**config.mk**
```make
export PLATFORM = sky130hd
export DESIGN_NAME = dfl_core
export DESIGN_NICKNAME = d
export VERILOG_FILES = /design/src/dfl_sync.v /design/src/dfl_core.v
export VERILOG_INCLUDE_DIRS = /design/src
export SDC_FILE = /design/constraint.sdc
export NUM_CORES = 1
export LEC_CHECK = 0
export ABC_AREA = 1
export BUFFER_PORTS_ARGS = -buffer_cell sky130_fd_sc_hd__buf_2
export CORE_MARGIN = 5
export CORE_UTILIZATION = 35
export CTS_BUF_LIST = sky130_fd_sc_hd__clkbuf_4 sky130_fd_sc_hd__clkbuf_8
export DETAILED_ROUTE_END_ITERATION = 10
export SLEW_MARGIN = 10
export SYNTH_ARGS = -nofsm -noshare
export SYNTH_HDL_FRONTEND = slang
export SYNTH_HIERARCHICAL = 1
export SYNTH_SLANG_ARGS = --single-unit
```
**constraint.sdc**
```tcl
create_clock -name i_clk -period 1.5 [get_ports i_clk]
set_clock_uncertainty 0.05 [all_clocks]
set_input_delay 0.075 -clock i_clk [delete_from_list [all_inputs] [get_ports i_clk]]
set_output_delay 0.075 -clock i_clk [all_outputs]
set_load 0.01 [all_outputs]
```
**src/dfl_defines.vh**
```
`ifndef DFL_DEFINES_VH
`define DFL_DEFINES_VH
// =====================================================
// Command encodings {cs_n, ras_n, cas_n, we_n}
`define DFL_CMD_MODE_WR 4'h0
`define DFL_CMD_SRE 4'h1
// =====================================================
// Mode register field positions
`define DFL_MODE_ONE_DLL_DIS_BIT 0
`define DFL_MODE_ONE_WLVL_BIT 7
`define DFL_MODE_ONE_QOFF_BIT 12
`define DFL_MODE_ZERO_DLL_RST_BIT 8
`define DFL_MODE_ONE_TERM_MASK 16'h0244
`define DFL_MODE_TWO_TERM_MASK 16'h0600
// =====================================================
// Timing figures
`define DFL_CLK_NS 50
`define DFL_LOCK_NCK 512
`define DFL_WLO_NS 9
`define DFL_CKSRE_NS 100
`endif

```
**src/dfl_sync.v**
```verilog
`timescale 1ns/1ns
// =====================================================
// Two-flop synchroniser for pin inputs
module dfl_sync #(
  parameter W = 1
) (
  // Clock, reset, enable
  input wire i_clk,
  input wire i_resetn,
  input wire i_ce,
  // Data
  input wire [W-1:0] i_d,
  output wire [W-1:0] o_q
);
  reg [W-1:0] meta_q; // First stage, read only by second
  reg [W-1:0] sync_q; // Second stage
  // Two stages, frozen with the clock enable
  always @(posedge i_clk or negedge i_resetn) begin
    if (!i_resetn) begin
      meta_q <= {W{1'b0}};
      sync_q <= {W{1'b0}};
    end else if (i_ce) begin
      meta_q <= i_d;
      sync_q <= meta_q;
    end
  end
  assign o_q = sync_q;
endmodule

```
**src/dfl_core.v**
```verilog
`timescale 1ns/1ns
`include "dfl_defines.vh"
// =====================================================
// Loop, frequency change and write leveling sequencer
module dfl_core #(
  parameter DQ_W = 16,
  parameter PRIME_ONLY = 1,
  parameter LOCK_NCK = `DFL_LOCK_NCK
) (
  // Clock, reset, enable
  input wire i_clk,
  input wire i_resetn,
  input wire i_ce,
  // Memory link pins (asynchronous to i_clk)
  input wire i_mem_clk,
  input wire i_cke,
  input wire [3:0] i_cmd,
  input wire [2:0] i_ba,
  input wire [15:0] i_addr,
  input wire i_termination_control_input,
  input wire i_upper_lane_strobe,
  input wire i_lower_lane_strobe,
  // Data pins
  output reg [DQ_W-1:0] o_dq,
  output wire [DQ_W-1:0] o_dq_oe,
  // Termination enables
  output wire o_strobe_term_en,
  output wire o_dq_term_en,
  // Status
  output wire o_loop_locked,
  output wire o_self_refresh,
  output wire o_leveling,
  output wire o_outbuf_off,
  output wire o_clock_ignored
);
  // =====================================================
  // Timing counts
  localparam WLO_CYC = (`DFL_WLO_NS + `DFL_CLK_NS - 1) / `DFL_CLK_NS;
  localparam HOLD_CYC = (`DFL_CKSRE_NS + `DFL_CLK_NS - 1) / `DFL_CLK_NS;
  localparam [2:0] WLO_C = WLO_CYC[2:0];
  localparam [3:0] HOLD_C = HOLD_CYC[3:0];
  localparam [15:0] LOCK_C = LOCK_NCK[15:0];
  localparam HALF = DQ_W / 2;

  // =====================================================
  // States of the link, one-hot
  localparam [2:0] ST_IDLE = 3'h1;
  localparam [2:0] ST_SREF = 3'h2;
  localparam [2:0] ST_PDWN = 3'h4;

  // Synchronised pins
  wire mclk_s, cke_s, term_s, us_s, ls_s;
  wire [3:0] cmd_s;
  wire [2:0] ba_s;
  wire [15:0] addr_s;
  dfl_sync #(.W(28)) u_sync (
    .i_clk(i_clk),
    .i_resetn(i_resetn),
    .i_ce(i_ce),
    .i_d({i_mem_clk, i_cke, i_termination_control_input, i_upper_lane_strobe,
          i_lower_lane_strobe, i_cmd, i_ba, i_addr}),
    .o_q({mclk_s, cke_s, term_s, us_s, ls_s, cmd_s, ba_s, addr_s})
  );

  // =====================================================
  // Edge history and sequencer registers
  reg mclk_q, us_q, ls_q, cke_q;
  reg [2:0] state_q;
  reg dll_en_q; // Loop enable from mode one bit 0
  reg locked_q; // Loop lock reached
  reg [15:0] lock_cnt_q; // Link clocks left until lock
  reg wlvl_q; // Leveling mode
  reg qoff_q; // Output buffers disabled
  reg term_q; // Any termination feature enabled
  reg [3:0] hold_cnt_q; // Self-refresh hold timer
  reg up_smp_q, lo_smp_q; // Clock samples per lane
  reg fb_pend_q; // Feedback pending after strobe
  reg [2:0] wlo_cnt_q; // Feedback delay counter
  reg up_fb_q, lo_fb_q; // Published feedback
  reg drive_q; // Feedback drive started

  wire mclk_rise = mclk_s & ~mclk_q;
  wire us_rise = us_s & ~us_q;
  wire ls_rise = ls_s & ~ls_q;
  // Commands taken on the memory clock rising edge with clock enable high
  wire cmd_take = mclk_rise & cke_s & (state_q == ST_IDLE);
  wire is_mode_wr = cmd_take & (cmd_s == `DFL_CMD_MODE_WR);
  wire is_sre = cmd_take & (cmd_s == `DFL_CMD_SRE);
  wire mode_zero_wr = is_mode_wr & (ba_s == 3'h0);
  wire mode_one_wr = is_mode_wr & (ba_s == 3'h1);
  wire mode_two_wr = is_mode_wr & (ba_s == 3'h2);

  // =====================================================
  // Power state: self-refresh and power-down tracking
  always @(posedge i_clk or negedge i_resetn) begin
    if (!i_resetn) begin
      mclk_q <= 1'b0;
      us_q <= 1'b0;
      ls_q <= 1'b0;
      cke_q <= 1'b0;
      state_q <= ST_IDLE;
      hold_cnt_q <= 4'h0;
    end else if (i_ce) begin
      mclk_q <= mclk_s;
      us_q <= us_s;
      ls_q <= ls_s;
      cke_q <= cke_s;
      case (state_q)
        ST_IDLE: begin
          if (is_sre) begin
            state_q <= ST_SREF;
            hold_cnt_q <= HOLD_C;
          end else if (cke_q & ~cke_s) begin
            state_q <= ST_PDWN; // Clock may change after hold
          end
        end
        ST_SREF: begin
          // Clock ignored once hold time passes
          if (hold_cnt_q != 4'h0)
            hold_cnt_q <= hold_cnt_q - 4'h1;
          // Enable is still high with the entry command; leave on its next rise
          if (cke_s & ~cke_q)
            state_q <= ST_IDLE;
        end
        ST_PDWN: begin
          if (cke_s)
            state_q <= ST_IDLE;
        end
        default: begin
          state_q <= ST_IDLE;
        end
      endcase
    end
  end

  // =====================================================
  // Mode register decode and loop lock timer
  always @(posedge i_clk or negedge i_resetn) begin
    if (!i_resetn) begin
      dll_en_q <= 1'b1;
      locked_q <= 1'b0;
      lock_cnt_q <= 16'h0;
      wlvl_q <= 1'b0;
      qoff_q <= 1'b0;
      term_q <= 1'b0;
    end else if (i_ce) begin
      if (mode_one_wr) begin
        dll_en_q <= ~addr_s[`DFL_MODE_ONE_DLL_DIS_BIT];
        wlvl_q <= addr_s[`DFL_MODE_ONE_WLVL_BIT];
        qoff_q <= addr_s[`DFL_MODE_ONE_QOFF_BIT];
        term_q <= |(addr_s & `DFL_MODE_ONE_TERM_MASK);
        if (addr_s[`DFL_MODE_ONE_DLL_DIS_BIT])
          locked_q <= 1'b0;
      end else if (mode_two_wr && (addr_s & `DFL_MODE_TWO_TERM_MASK) != 16'h0) begin
        term_q <= 1'b1;
      end
      // Loop reset restarts the lock count
      if (mode_zero_wr && addr_s[`DFL_MODE_ZERO_DLL_RST_BIT] && dll_en_q) begin
        locked_q <= 1'b0;
        lock_cnt_q <= LOCK_C;
      end else if (mclk_rise && lock_cnt_q != 16'h0) begin
        // Counts link clocks; controller keeps clock enable high
        lock_cnt_q <= lock_cnt_q - 16'h1;
        if (lock_cnt_q == 16'h1)
          locked_q <= 1'b1;
      end else if (state_q != ST_IDLE) begin
        // Frequency change invalidates lock until next reset
        locked_q <= 1'b0;
      end
    end
  end

  // =====================================================
  // Leveling: sample clock on strobe rise, publish after delay
  always @(posedge i_clk or negedge i_resetn) begin
    if (!i_resetn) begin
      up_smp_q <= 1'b0;
      lo_smp_q <= 1'b0;
      fb_pend_q <= 1'b0;
      wlo_cnt_q <= 3'h0;
      up_fb_q <= 1'b0;
      lo_fb_q <= 1'b0;
      drive_q <= 1'b0;
    end else if (i_ce) begin
      if (!wlvl_q) begin
        fb_pend_q <= 1'b0;
        drive_q <= 1'b0;
        up_fb_q <= 1'b0;
        lo_fb_q <= 1'b0;
      end else begin
        // Each lane samples with its own strobe
        if (us_rise)
          up_smp_q <= mclk_s;
        if (ls_rise)
          lo_smp_q <= mclk_s;
        if (us_rise | ls_rise) begin
          fb_pend_q <= 1'b1;
          wlo_cnt_q <= WLO_C;
        end else if (fb_pend_q) begin
          if (wlo_cnt_q > 3'h1) begin
            wlo_cnt_q <= wlo_cnt_q - 3'h1;
          end else begin
            fb_pend_q <= 1'b0; // Feedback after delay
            up_fb_q <= up_smp_q;
            lo_fb_q <= lo_smp_q;
            drive_q <= 1'b1;
          end
        end
      end
    end
  end

  // =====================================================
  // Data pin drive: prime bit per lane or all bits
  integer k;
  always @* begin
    o_dq = {DQ_W{1'b0}};
    for (k = 0; k < DQ_W; k = k + 1) begin
      if (PRIME_ONLY == 0 || k == 0 || k == HALF)
        o_dq[k] = (k >= HALF) ? up_fb_q : lo_fb_q;
    end
  end
  assign o_dq_oe = {DQ_W{wlvl_q & drive_q & ~qoff_q}};

  // Leveling: termination control switches strobe pair only
  assign o_strobe_term_en = term_s & term_q & (state_q == ST_IDLE);
  assign o_dq_term_en = term_s & term_q & ~wlvl_q & (state_q == ST_IDLE);
  assign o_loop_locked = locked_q;
  assign o_self_refresh = state_q[1];
  assign o_leveling = wlvl_q;
  assign o_outbuf_off = qoff_q;
  assign o_clock_ignored = state_q[1] & (hold_cnt_q == 4'h0);
endmodule

```
==> results.cfg <==
[cells_and_area]
antenna_cells = 0
multiInputGateArea_um2 = 2060
fillers = 1173
final_util_pct = 47.3
layout.cells.most_common = nand2_1
areaGrowthSynthToFinish_pct = 31.8
final_nets = 720
final_layout_size_suffix_gt1_share_pct = 29.1
final_area_um2 = 5710
layout_common_cells = 237 x nand2_1, 77 x dfrtp_1, 57 x buf_4
seqCellArea_um2 = 2030

[worst_setup_path]
arrival_ps = 1500
cp_slowest_cell = dfrtp_1
worstReg2RegStart = state_q[2]
cp.required_ps = 1370
path_buf_inv = 2
cp_cell_sequence = nor2_2, nand2_4, buf_6, nor4_4, buf_2
cpLargestDelayFamily = simple AND/OR/NAND/NOR gates
reg2regPathDepth = 9
r2r_slack_ps = -110
worstSetupPathType = register to output port
worstSetupStartpointType = register
critPathCaptureType = output port
max_stage_delay_ps = 400
startpoint = state_q[2]
cp_max_fo = 3
rr_endpoint = lock_cnt_q[7]

[outcome]
outcome = finished with violations
violations = setup timing

[hold_path]
hold_class = input pin to register
hp-start = i_ce
min_delay_path_depth = 3
whs_endpoint = u_sync/o_q[27]

[floorplanning]
ios = 70
initial_core_util_pct = 35.9
die_w_um = 121
die_height_um = 121
rows = 40
dieArea_um2 = 14700
core_um2 = 12100

[yosys]
yosysWarnings = 6
synthesis.area_um2 = 4330
synth_cells = 574
syn-mean-instance-area_um2 = 7.54

[global_routing]
grt_antenna_before_repair = 0
overflow = 0
grt_usage_pct = 13.3
grt_first_pass_wirelength_mm = 15.8
grt_max_degree = 44
grt_pass1_vias = 3476

[clock_network]
numCtsBuffers = 9
clkSinkCount = 81
cts_tree = yes
cts-root-buf = clkbuf_8
clk_latency_ps = 370
clkTransAtPathRegs_ps = 80
cts_buffer_depth = 2
htreeDepth = 3

[place]
io_buffers = 47
post_dp_cell_area_um2 = 4860
hpwl_mm = 6.36
gp_congestion = 0.795

[timing]
hold_viol = 0
whs_ps = 34.9
max_freq_ghz = 0.615
post-route-period-util_pct = 108
fin_crit_ps = 1630
rsz0062_at_grt = true
max_slew_margin_pct = 59.0
slew_violations = 0
worstMarginPinSlew_ps = 614
setup_ws_ps = -125
setup_viol = 22

[routing]
drc = 0
avgViaCountPerCell = 4.34
dr_total_vias = 3719
drtAntennaViolNets = 0
dr.pass1.iters = 4
wl_mm = 9.70
drt_iter0_markers = 151
routedWlPerCell_um = 11.3

[run]
maxCapViolCount = 0

[power_and_ir_drop]
ir_drop_mv = 0.675
power.leakage_nw = 3.02
p_per_area_nw_per_um2 = 1340
[what timing repair did]
item | 4_1_cts | 5_1_grt
endpoints found under the setup margin | 27 | 53
cloned | 0 | 2
resized for setup | 24 | 62
endpoints found under the hold margin | 100 | 0
pin swaps | 9 | 28
hold buffers | 21 | 0
buffers inserted | 9 | 10
[registers in the layout, indices dropped and copies added (netlist names), 3 cells and up]
register / count
wlo_cnt_q: 3
state_q: 3
lock_cnt_q: 16
hold_cnt_q: 4
u_sync/o_q: 20
u_sync/meta_q: 20
[through the flow]
stage	cells	power (mW)	worst slack, ps	setup TNS, ps
3_3_place_gp	800	5.36	-19.2	-40.6
4_1_cts	845	7.32	-128	-843
5_1_grt	856	8.27	-204	-4010
2_1_floorplan	587	4.52	7.47	0
6_report	856	7.67	-125	-1640
3_5_place_dp	800	5.46	-75.8	-669
[final cells by class]
type	count	share of cell area, %
timing repair buffer	133	17.9
clock buffer	12	2.89
tap	168	3.68
multi-input combinational	408	36.1
clock inverter	4	0.548
sequential	81	35.6
inverter	50	3.29
[worst max path at each step]
stage | slack, ps | cells past startpoint | end
floorplan | 7 | 3 | o_dq_oe[10]
global placement | -20 | 6 | hold_cnt_q[0]
detailed placement | -80 | 5 | hold_cnt_q[0]
CTS | -130 | 6 | o_clock_ignored
global route | -200 | 9 | lock_cnt_q[3]
finish | -130 | 5 | o_dq_term_en
[worst min-delay path, stage by stage]
cell	delay (ps)
buf_2	200
nand2_1	90
nand2_1	40
[metal layers]
| metal | global-route usage (%) | part of all wire (%) |
|---|---|---|
| met1 | 16.9 | 46 |
| met2 | 21.8 | 49 |
| met3 | 4.10 | 4.2 |
| met4 | 4.27 | 1.2 |
| met5 | 0 | 0 |
[power by group]
part,internal (mW),switching (mW)
logic,1.56,1.68
clock network,0.753,0.823
registers,2.56,0.309
(Power assumes the default switching activity.)
